==> src/stsc_regs.vh <==
// Register map, field positions and reset values of the measure timer status block
`ifndef STSC_REGS_VH
`define STSC_REGS_VH

// Word offsets, byte address bits [7:2]
`define STSC_STATUS_IDX 6'h00
`define STSC_CLKSEL_IDX 6'h01
`define STSC_CTRL_IDX 6'h02
`define STSC_INTSTS_IDX 6'h03
`define STSC_INTEN_IDX 6'h04
`define STSC_INTCLR_IDX 6'h05

// Status register fields
`define STSC_PRUP_BIT 7
`define STSC_PWUP_BIT 6
`define STSC_TRST_BIT 5
`define STSC_CNT_BIT 2
`define STSC_WIN_BIT 1
`define STSC_ACQ_BIT 0

// Control register field
`define STSC_GO_BIT 7

// Clock select field width and codes
`define STSC_CSEL_W 3
`define STSC_CSEL_INSTR 3'h0
`define STSC_CSEL_SYS 3'h1
`define STSC_CSEL_FAST 3'h2
`define STSC_CSEL_SLOW 3'h3
`define STSC_CSEL_MED 3'h4
`define STSC_CSEL_MED16 3'h5
`define STSC_CSEL_SEC 3'h6
`define STSC_CSEL_REF 3'h7

// Divide ratio of the medium oscillator tap, as counter terminal value
`define STSC_MED_DIV_LAST 4'hF

// Reset values
`define STSC_RST_REQ 3'h0
`define STSC_RST_CSEL 3'h0
`define STSC_RST_GO 1'b0
`define STSC_RST_INT 3'h0

`endif

==> src/stsc_clk_mux.v <==
// Count clock source selector: picks one of eight tick enables, divides medium tap by 16
`timescale 1ns/1ps
`include "stsc_regs.vh"
module stsc_clk_mux (
  // Clock and reset
  input wire sys_clk,
  input wire rst_b,
  // Source tick enables, one cycle each, synchronous to sys_clk
  input wire instrTick,
  input wire fastOscTick,
  input wire slowOscTick,
  input wire medOscTick,
  input wire secOscTick,
  input wire refClkTick,
  // Selection and result
  input wire [`STSC_CSEL_W-1:0] clkSel,
  output wire countTick
);

  reg [3:0] medDiv_ff;
  reg countTick_ff;
  wire medDivTick;
  wire [7:0] srcTick;

  // Terminal count of the divide by 16 tap
  assign medDivTick = medOscTick && (medDiv_ff == `STSC_MED_DIV_LAST);

  // Sources in code order; the system clock source ticks every cycle
  assign srcTick[`STSC_CSEL_INSTR] = instrTick; // [RL7]
  assign srcTick[`STSC_CSEL_SYS] = 1'b1; // [RL7]
  assign srcTick[`STSC_CSEL_FAST] = fastOscTick; // [RL7]
  assign srcTick[`STSC_CSEL_SLOW] = slowOscTick; // [RL7]
  assign srcTick[`STSC_CSEL_MED] = medOscTick; // [RL7]
  assign srcTick[`STSC_CSEL_MED16] = medDivTick; // [RL7]
  assign srcTick[`STSC_CSEL_SEC] = secOscTick; // [RL7]
  assign srcTick[`STSC_CSEL_REF] = refClkTick; // [RL7]

  // Divider runs free so the tap phase does not depend on the selection
  always @(posedge sys_clk or negedge rst_b) begin
    if (!rst_b) begin
      medDiv_ff <= 4'h0;
    end else if (medOscTick) begin
      medDiv_ff <= medDiv_ff + 4'h1;
    end
  end

  // Registered pick, so a select change never makes a glitch pulse
  always @(posedge sys_clk or negedge rst_b) begin
    if (!rst_b) begin
      countTick_ff <= 1'b0;
    end else begin
      countTick_ff <= srcTick[clkSel]; // [RL7]
    end
  end

  assign countTick = countTick_ff;

endmodule // stsc_clk_mux

==> src/stsc_top.v <==
// Measure timer status, manual request and count clock select block with AHB-Lite slave
//
// Overview of operation
// RL1: Software sets period update request; hardware clears it when update completes.
// RL2: Software sets pulse width update request; hardware clears it after update.
// RL3: Software sets timer reset request; hardware clears it once reset completes.
// RL4: Read-only counting flag is one while the timer increments.
// RL5: Read-only window flag is one while the measurement window is open.
// RL6: Read-only acquisition flag is one while an acquisition runs.
// RL7: Three-bit select picks the count clock among eight sources.
// RL8: Go bit enables incrementing and acquisition; flags reflect it.
// RL9: Writing zero to request bits does nothing; unused bits read zero.
`timescale 1ns/1ps
`include "stsc_regs.vh"
module stsc_top (
  // Clock and reset
  input wire sys_clk,
  input wire rst_b,
  // AHB-Lite slave
  input wire hsel,
  input wire [31:0] haddr,
  input wire [1:0] htrans,
  input wire hwrite,
  input wire [2:0] hsize,
  input wire [31:0] hwdata,
  input wire hready,
  output wire [31:0] hrdata,
  output wire hreadyout,
  output wire hresp,
  // Count datapath status and completion pulses
  input wire countIncrementing,
  input wire windowIsOpen,
  input wire acquisitionRunning,
  input wire periodUpdateDone,
  input wire pulseWidthUpdateDone,
  input wire timerResetDone,
  // Requests and control to the count datapath
  output wire periodUpdateReq,
  output wire pulseWidthUpdateReq,
  output wire timerResetReq,
  output wire acquireGo,
  output wire [`STSC_CSEL_W-1:0] countClockSelect,
  // Count clock source ticks
  input wire instrTick,
  input wire fastOscTick,
  input wire slowOscTick,
  input wire medOscTick,
  input wire secOscTick,
  input wire refClkTick,
  output wire countTick,
  // Interrupt
  output wire irq
);

  // Bus state
  reg wrPend_ff;
  reg [5:0] wrIdx_ff;
  reg rdPend_ff;
  reg [5:0] rdIdx_ff;
  reg [31:0] hrdata_ff;
  reg hreadyout_ff;
  reg hresp_ff;
  // Register contents
  reg [2:0] req_ff;
  reg [`STSC_CSEL_W-1:0] csel_ff;
  reg go_ff;
  reg [2:0] flag_ff;
  reg [2:0] intSts_ff;
  reg [2:0] intEn_ff;
  reg irq_ff;
  // Next values
  reg [2:0] nxt_req;
  reg [`STSC_CSEL_W-1:0] nxt_csel;
  reg nxt_go;
  reg [2:0] nxt_intSts;
  reg [2:0] nxt_intEn;
  reg [31:0] nxt_rdata;
  // Decoded strobes
  wire accept;
  wire wrStrobe;
  wire [2:0] doneEvt;
  wire [2:0] wrBits;

  // Address phase is taken only for a selected NONSEQ or SEQ with bus ready
  assign accept = hsel && htrans[1] && hready;
  assign wrStrobe = wrPend_ff;
  assign wrBits = hwdata[`STSC_PRUP_BIT:`STSC_TRST_BIT];
  assign doneEvt = {periodUpdateDone, pulseWidthUpdateDone, timerResetDone};

  // Address capture; reads take one wait state so data comes from a flop
  always @(posedge sys_clk or negedge rst_b) begin
    if (!rst_b) begin
      wrPend_ff <= 1'b0;
      wrIdx_ff <= 6'h00;
      rdPend_ff <= 1'b0;
      rdIdx_ff <= 6'h00;
      hreadyout_ff <= 1'b1;
      hresp_ff <= 1'b0;
      hrdata_ff <= 32'h00000000;
    end else begin
      hresp_ff <= 1'b0; // Always OKAY
      wrPend_ff <= accept && hwrite;
      if (accept) begin
        wrIdx_ff <= haddr[7:2];
        rdIdx_ff <= haddr[7:2];
      end
      if (accept && !hwrite) begin
        rdPend_ff <= 1'b1;
        hreadyout_ff <= 1'b0;
      end else if (rdPend_ff) begin
        rdPend_ff <= 1'b0;
        hreadyout_ff <= 1'b1;
        hrdata_ff <= nxt_rdata;
      end
    end
  end

  // Read mux; unused bits and unmapped words read zero
  always @* begin
    nxt_rdata = 32'h00000000; // [RL9]
    case (rdIdx_ff)
      `STSC_STATUS_IDX: begin
        nxt_rdata[`STSC_PRUP_BIT:`STSC_TRST_BIT] = req_ff;
        nxt_rdata[`STSC_CNT_BIT:`STSC_ACQ_BIT] = flag_ff; // [RL4] [RL5] [RL6]
      end
      `STSC_CLKSEL_IDX: begin
        nxt_rdata[`STSC_CSEL_W-1:0] = csel_ff;
      end
      `STSC_CTRL_IDX: begin
        nxt_rdata[`STSC_GO_BIT] = go_ff;
      end
      `STSC_INTSTS_IDX: begin
        nxt_rdata[`STSC_PRUP_BIT:`STSC_TRST_BIT] = intSts_ff;
      end
      `STSC_INTEN_IDX: begin
        nxt_rdata[`STSC_PRUP_BIT:`STSC_TRST_BIT] = intEn_ff;
      end
      default: begin
        nxt_rdata = 32'h00000000;
      end
    endcase
  end

  // Register updates; a software set wins over a completion in the same cycle
  always @* begin
    nxt_req = req_ff & ~doneEvt; // [RL1] [RL2] [RL3]
    nxt_csel = csel_ff;
    nxt_go = go_ff;
    nxt_intSts = intSts_ff | doneEvt;
    nxt_intEn = intEn_ff;
    if (wrStrobe) begin
      case (wrIdx_ff)
        `STSC_STATUS_IDX: begin
          // Ones set requests, zeros leave them alone
          nxt_req = nxt_req | wrBits; // [RL1] [RL2] [RL3] [RL9]
        end
        `STSC_CLKSEL_IDX: begin
          nxt_csel = hwdata[`STSC_CSEL_W-1:0]; // [RL7]
        end
        `STSC_CTRL_IDX: begin
          nxt_go = hwdata[`STSC_GO_BIT]; // [RL8]
        end
        `STSC_INTEN_IDX: begin
          nxt_intEn = wrBits;
        end
        `STSC_INTCLR_IDX: begin
          // New events in this cycle survive the clear
          nxt_intSts = (intSts_ff & ~wrBits) | doneEvt;
        end
        default: begin
          nxt_req = req_ff & ~doneEvt;
        end
      endcase
    end
  end

  // Register file
  always @(posedge sys_clk or negedge rst_b) begin
    if (!rst_b) begin
      req_ff <= `STSC_RST_REQ;
      csel_ff <= `STSC_RST_CSEL;
      go_ff <= `STSC_RST_GO;
      intSts_ff <= `STSC_RST_INT;
      intEn_ff <= `STSC_RST_INT;
    end else begin
      req_ff <= nxt_req;
      csel_ff <= nxt_csel;
      go_ff <= nxt_go;
      intSts_ff <= nxt_intSts;
      intEn_ff <= nxt_intEn;
    end
  end

  // Live flags; counting and acquisition forced low while go is off since nothing can count then, window flag is not gated
  always @(posedge sys_clk or negedge rst_b) begin
    if (!rst_b) begin
      flag_ff <= 3'h0;
    end else begin
      flag_ff[2] <= go_ff && countIncrementing; // [RL4] [RL8]
      flag_ff[1] <= windowIsOpen; // [RL5]
      flag_ff[0] <= go_ff && acquisitionRunning; // [RL6] [RL8]
    end
  end

  // Level interrupt from enabled sticky bits
  always @(posedge sys_clk or negedge rst_b) begin
    if (!rst_b) begin
      irq_ff <= 1'b0;
    end else begin
      irq_ff <= |(nxt_intSts & nxt_intEn);
    end
  end

  // Count clock selection
  stsc_clk_mux u_clk_mux (
    .sys_clk(sys_clk),
    .rst_b(rst_b),
    .instrTick(instrTick),
    .fastOscTick(fastOscTick),
    .slowOscTick(slowOscTick),
    .medOscTick(medOscTick),
    .secOscTick(secOscTick),
    .refClkTick(refClkTick),
    .clkSel(csel_ff),
    .countTick(countTick)
  );

  // Outputs straight from flops
  assign hrdata = hrdata_ff;
  assign hreadyout = hreadyout_ff;
  assign hresp = hresp_ff;
  assign periodUpdateReq = req_ff[2]; // [RL1]
  assign pulseWidthUpdateReq = req_ff[1]; // [RL2]
  assign timerResetReq = req_ff[0]; // [RL3]
  assign acquireGo = go_ff; // [RL8]
  assign countClockSelect = csel_ff;
  assign irq = irq_ff;

endmodule // stsc_top

==> config.mk <==
export PLATFORM = sky130hd
export DESIGN_NAME = stsc_top
export DESIGN_NICKNAME = d
export VERILOG_FILES = /design/src/stsc_clk_mux.v /design/src/stsc_top.v
export VERILOG_INCLUDE_DIRS = /design/src
export SDC_FILE = /design/constraint.sdc
export NUM_CORES = 1
export LEC_CHECK = 0
export ABC_AREA = 1
export BUFFER_PORTS_ARGS = -buffer_cell sky130_fd_sc_hd__buf_2
export CORE_ASPECT_RATIO = 2
export CORE_UTILIZATION = 41
export DETAILED_ROUTE_END_ITERATION = 12
export GPL_ROUTABILITY_DRIVEN = 0
export MAX_ROUTING_LAYER = met4
export PLACE_DENSITY = 0.79
export SYNTH_ARGS = -nofsm -noshare
export SYNTH_HDL_FRONTEND = slang
export SYNTH_SLANG_ARGS = --single-unit
==> constraint.sdc <==
create_clock -name sys_clk -period 1.5 [get_ports sys_clk]
set_clock_uncertainty 0.15 [all_clocks]
set_input_delay 0.3 -clock sys_clk [delete_from_list [all_inputs] [get_ports sys_clk]]
set_output_delay 0.3 -clock sys_clk [all_outputs]
set_load 0.02 [all_outputs]
# Word level (Yosys, flattened, before mapping)
# Index checks and enable logic that the tools add are counted.
op_classes:
  add_sub_neg: 1
  multipliers: 0
  n_div: 0
  order_cmp: 1
  eq_ne: 6
  n_shift: 0
  n_mux: 14
  n_bitwise: 9
  n_reduce_logical: 14
op_table:
  columns: ["cell", "n"]
  rows:
  - ["$mux W3", 6]
  - ["$eq A6 B2 Y1 const B", 2]
  - ["$eq A6 B3 Y1 const B", 2]
  - ["$and A3 B3 Y3", 3]
  - ["$or A3 B3 Y3", 3]
  - ["$logic_and A1 B1 Y1", 7]
  - ["$eq A6 B1 Y1 const B", 1]
  - ["$logic_not A6 Y1", 1]
  - ["$not A3 Y3", 2]
  - ["$pmux W2 S3", 1]
  - ["$pmux W3 S2", 1]
  - ["$reduce_and A2 Y1", 3]
  - ["$add A4 B1 Y4 const B", 1]
  - ["$eq A4 B4 Y1 const B", 1]
  - ["$lt A3 B4 Y1 const B", 1]
  - ["$mux W1", 4]
  - ["$pmux W1 S4", 1]
  - ["$bmux W1 S3", 1]
  - ["$reduce_or A3 Y1", 1]
  - ["$reduce_bool A2 Y1", 1]
  - ["$logic_not A1 Y1", 1]
  - ["$not A1 Y1", 1]
word_totals:
  reg_bits: 37
  latchBits: 0
  ram_bits: 0
  romBits: 0
  inputBits: 86
  output_inout_bits: 43
  wordCells: 59
  memories: 0

# Longest topological paths before layout
depth:
  ltp_word: 7
  ltp_mapped: 8
  mapped_depth_nobuf: 8

# By module
# From an unflattened synthesis, not the netlist that was laid out.
hier_totals:
  cells_unflattened: 238
  area_unflattened_um2: 1935.6
modules_own_cells:
  columns: ["module", "n_inst", "cells_per_inst", "area_each_um2", "seq_area_each_um2"]
  rows:
  - ["stsc_top", 1, 202, 1657.8, 802.0]
  - ["stsc_clk_mux", 1, 36, 277.8, 125.1]

# Worst setup path after synthesis
# No wires, ideal clock.
synth_path:
  path_type: "register -> register"
  start: "register, netlist name rdIdx_ff[1]"
  end: "register irq_ff (netlist: irq)"
  setup_time_ns: 0.124
  t_arrival_ns: 1.041
  required_time_ns: 1.226
  path_slack_ns: 0.185
  path_stages_with_launch: 7
  n_path_buf: 0
  period_less_slack_ns: 1.315
  cell_sequence: "dfrtp_1 -> nor2_2 -> nand4_1 -> nand2_1 -> nand2_1 -> nand2_1 -> nand3_1"
synth_rtl:
  columns: ["item", "line", "rtl"]
  rows:
  - ["end signal: assignment", "stsc_top.v:210", "irq_ff <= |(nxt_intSts & nxt_intEn);"]
  - ["end: declaration", "stsc_top.v:70", "reg irq_ff;"]

==> impl_metrics.prom <==
# TYPE chip_impl_metric gauge
chip_impl_info{name="run_status",value="completed"} 1
chip_impl_info{name="timing_worst_setup_path_type",value="flip-flop to flip-flop"} 1
chip_impl_metric{name="report.power.total",unit="mW"} 2.41
chip_impl_metric{name="syn-mean-instance-area",unit="µm²"} 8.27
chip_impl_info{name="crit_path_top_delay_cell",value="sky130_fd_sc_hd__dfrtp_2"} 1
chip_impl_metric{name="synthesis.area",unit="mm²"} 0.00188
chip_impl_metric{name="power_density",unit="mW/mm²"} 1060
chip_impl_metric{name="average_wire_length_per_cell_after_detail_routing",unit="µm"} 11.3
chip_impl_metric{name="grt_first_pass_wirelength",unit="µm"} 6230
chip_impl_metric{name="post_synth_inst_count",unit=""} 227
chip_impl_metric{name="ios",unit=""} 129
chip_impl_metric{name="place_inst",unit=""} 331
chip_impl_metric{name="cts_made_buffers",unit=""} 5
chip_impl_metric{name="ys.warnings.count",unit=""} 0
chip_impl_metric{name="maxSlewViolCount",unit=""} 0
chip_impl_metric{name="clkSlewWorstSetupHoldPaths",unit="ns"} 0.07
chip_impl_info{name="cp-end-kind",value="flip-flop"} 1
chip_impl_metric{name="area_growth_syn_to_layout",unit="%"} 21.1
chip_impl_metric{name="p_leak",unit="nW"} 1.24
chip_impl_metric{name="final_antenna_net_count",unit=""} 0
chip_impl_metric{name="timing.final.crit_period",unit="ns"} 1.42
chip_impl_metric{name="vias_per_cell",unit=""} 4.54
chip_impl_metric{name="cp_max_fo",unit=""} 5
chip_impl_metric{name="final_net_count",unit=""} 375
chip_impl_metric{name="layout_worst_path_cycle_share",unit="%"} 94.8
chip_impl_metric{name="timing.critical_path.arrival",unit="ns"} 1.50
chip_impl_info{name="timing.critical_path.mode_cell",value="sky130_fd_sc_hd__nand2_1"} 1
chip_impl_metric{name="remaining_design_rule_violation_count",unit=""} 0
chip_impl_metric{name="async_reset_ff_share",unit="%"} 100
chip_impl_metric{name="finalHoldViolCount",unit=""} 0
chip_impl_metric{name="die-height",unit="µm"} 97.7
chip_impl_metric{name="global_route.usage.total",unit="%"} 17.7
chip_impl_metric{name="port_buffer_cells",unit=""} 45
chip_impl_metric{name="htree_num_levels",unit=""} 2
chip_impl_metric{name="ys_types",unit=""} 27
chip_impl_metric{name="postSynthRegisterBits",unit=""} 37
chip_impl_info{name="cell_type_with_the_largest_total_area_after_synthesis",value="sky130_fd_sc_hd__dfrtp_1"} 1
chip_impl_metric{name="critPathRequiredTime",unit="ns"} 1.58
chip_impl_metric{name="num_antenna_cells",unit=""} 0
chip_impl_metric{name="clock_path_buffers",unit=""} 2
chip_impl_metric{name="synth_seq_area_share",unit="%"} 49.4
chip_impl_info{name="count_leader_synth",value="sky130_fd_sc_hd__nand2_1"} 1
chip_impl_info{name="min_path_type",value="primary input to flip-flop"} 1
chip_impl_info{name="cp-start-kind",value="flip-flop"} 1
chip_impl_metric{name="fmaxAchievable",unit="MHz"} 703
chip_impl_metric{name="start_util",unit="%"} 42.9
chip_impl_metric{name="die_area",unit="mm²"} 0.00487
chip_impl_metric{name="clock_latency",unit="ns"} 0.29
chip_impl_metric{name="critical_path_buf_inv_count",unit=""} 2
chip_impl_metric{name="grt-ovfl-total",unit=""} 0
chip_impl_metric{name="routed_wirelength",unit="µm"} 3880
chip_impl_metric{name="initial_antenna_violation_count",unit=""} 0
chip_impl_metric{name="stdcell_count",unit=""} 342
chip_impl_info{name="primary_ff_master_synth",value="sky130_fd_sc_hd__dfrtp_1"} 1
chip_impl_metric{name="coreArea",unit="mm²"} 0.00438
chip_impl_metric{name="vdd_drop_max",unit="µV"} 564
chip_impl_metric{name="area_share_of_the_largest_cell_type_after_synthesis",unit="%"} 48.0
chip_impl_metric{name="dp.final_hpwl",unit="µm"} 2880
chip_impl_metric{name="maxCapViolations",unit=""} 0
chip_impl_metric{name="synth-edff-count",unit=""} 0
chip_impl_info{name="synth_top_cells_by_area",value="sky130_fd_sc_hd__dfrtp_1 48%, sky130_fd_sc_hd__buf_4 11%, sky130_fd_sc_hd__nand2_1 10%"} 1
chip_impl_info{name="synth.cells.most_frequent",value="50 x sky130_fd_sc_hd__nand2_1, 36 x sky130_fd_sc_hd__dfrtp_1, 27 x sky130_fd_sc_hd__buf_4"} 1
chip_impl_metric{name="die_width",unit="µm"} 49.9
chip_impl_info{name="cts.root.buffer_cell",value="sky130_fd_sc_hd__clkbuf_8"} 1
chip_impl_metric{name="firstDrtPassIters",unit=""} 4
chip_impl_metric{name="first_iter_violations",unit=""} 31
chip_impl_metric{name="vias",unit=""} 1552
chip_impl_info{name="timing.critical_path.max_delay_family",value="simple AND/OR/NAND/NOR gates"} 1
chip_impl_info{name="cts_tree",value="yes"} 1
chip_impl_metric{name="grt_start_max_net_pins",unit=""} 38
chip_impl_metric{name="first_global_vias",unit=""} 1493
chip_impl_metric{name="clkSinkCount",unit=""} 37
chip_impl_metric{name="final_layout_size_suffix_gt1_share",unit="%"} 28.8
chip_impl_metric{name="critical_path_max_stage_delay",unit="ns"} 0.46
chip_impl_metric{name="finalSetupViolations",unit=""} 0
chip_impl_metric{name="core.rowCount",unit=""} 34
chip_impl_info{name="crit_chain",value="nor2_4, buf_4, inv_2, nor2_2, nand2_1, nand2_1, nand2_1, nand3_1"} 1
per-stage QoR:
stage               setup slack, ns  setup TNS [ns]  util (%)  hold WS, ns  instance area (µm²)
global placement             0.0511               0      48.6        0.124                 2130
CTS                          0.0200               0      51.1       0.0409                 2240
global route               -0.00661         -0.0110      51.9       0.0389                 2270
finish                       0.0783               0      51.9       0.0439                 2270
floorplan                     0.185               0         -       -0.146                 1980
detailed placement           0.0301               0      48.6        0.130                 2130
area by class of cell:
class / instances / area (µm²)
fillers: 429 / 2110
flip-flops and latches: 37 / 930
multi-input cells: 159 / 752
repair buffers: 57 / 333
inverters: 28 / 105
clock buffers: 7 / 86.3
well taps: 54 / 67.6
report_power, final:
part           switching (mW)  internal (mW)
Clock                   0.324          0.364
Sequential              0.102           1.12
Combinational           0.300          0.195
kinds of logic (layout without fill, tap and decap cells):
kind of cell | after synthesis | count (layout) | share of synthesized area, %
DFF | 37 | 37 | 49.4
AOI/OAI and AO/OA | 24 | 24 | 6.53
xor gates and xnor gates | 3 | 3 | 1.40
other | 1 | 27 | 0.200
and+or+nand+nor | 103 | 103 | 24.4
buffers and inverters | 57 | 92 | 16.9
muxes | 1 | 1 | 0.600
adders and majority gates | 1 | 1 | 0.666
layer usage:
metal	vias to the layer above	global-route usage [%]	routed length (µm)	share of wire, %
li1	778	-	-	-
met1	708	15.7	1370	35
met2	58	33.2	2230	57
met3	8	3.60	176	4.5
met4	0	9.45	97	2.5
met5	-	-	0	0
worst paths after layout:
kind | startpoint | to | slack [ns] | depth (start not counted)
worst max-delay path | rdIdx_ff[1] | irq | 0.08 | 8
worst min-delay path | hwrite | rdPend_ff | 0.04 | 2
worst max register to register | rdIdx_ff[1] | irq | 0.08 | 8
worst min register to register | hreadyout | hreadyout | 0.31 | 2
max in group asynchronous | rst_b | hreadyout | 0.58 | 3
min in group asynchronous | rst_b | req_ff[0] | 0.36 | 3
timing repair:
action | 4_1_cts | 5_1_grt
setup buffers | 0 | 2
gates resized for setup | 1 | 6
endpoints found under the setup margin | 1 | 7
hold buffers | 2 | 0
pin swaps | 0 | 3
hold endpoints to repair | 37 | 0
cell usage in the layout (no fill, tap or decap), types with 2 or more instances in the layout:
cell type / Yosys / final
sky130_fd_sc_hd__a21oi_1: 15 / 15
sky130_fd_sc_hd__buf_2: 1 / 45
sky130_fd_sc_hd__buf_4: 27 / 9
sky130_fd_sc_hd__clkbuf_8: 0 / 6
sky130_fd_sc_hd__conb_1: 1 / 27
sky130_fd_sc_hd__dfrtp_1: 36 / 34
sky130_fd_sc_hd__dfrtp_2: 0 / 2
sky130_fd_sc_hd__dlygate4sd3_1: 0 / 2
sky130_fd_sc_hd__inv_1: 23 / 23
sky130_fd_sc_hd__inv_2: 5 / 5
sky130_fd_sc_hd__nand2_1: 50 / 49
sky130_fd_sc_hd__nand2_2: 2 / 3
sky130_fd_sc_hd__nand3_1: 12 / 11
sky130_fd_sc_hd__nand3_2: 1 / 2
sky130_fd_sc_hd__nand4_1: 4 / 4
sky130_fd_sc_hd__nor2_1: 23 / 22
sky130_fd_sc_hd__nor2_2: 5 / 4
sky130_fd_sc_hd__nor2_4: 2 / 4
sky130_fd_sc_hd__nor3_1: 3 / 3
sky130_fd_sc_hd__o21ai_0: 6 / 6
sky130_fd_sc_hd__xor2_1: 2 / 2
registers in the layout (all words and copies together) (netlist names):
name                 count
hrdata                   6
rdIdx_ff                 6
u_clk_mux.medDiv_ff      4
countClockSelect         3
flag_ff                  3
intEn_ff                 3
intSts_ff                3
req_ff                   3
acquireGo                1
hreadyout                1
irq                      1
rdPend_ff                1
u_clk_mux.countTick      1
wrPend_ff                1
(Power assumes the default switching activity.)
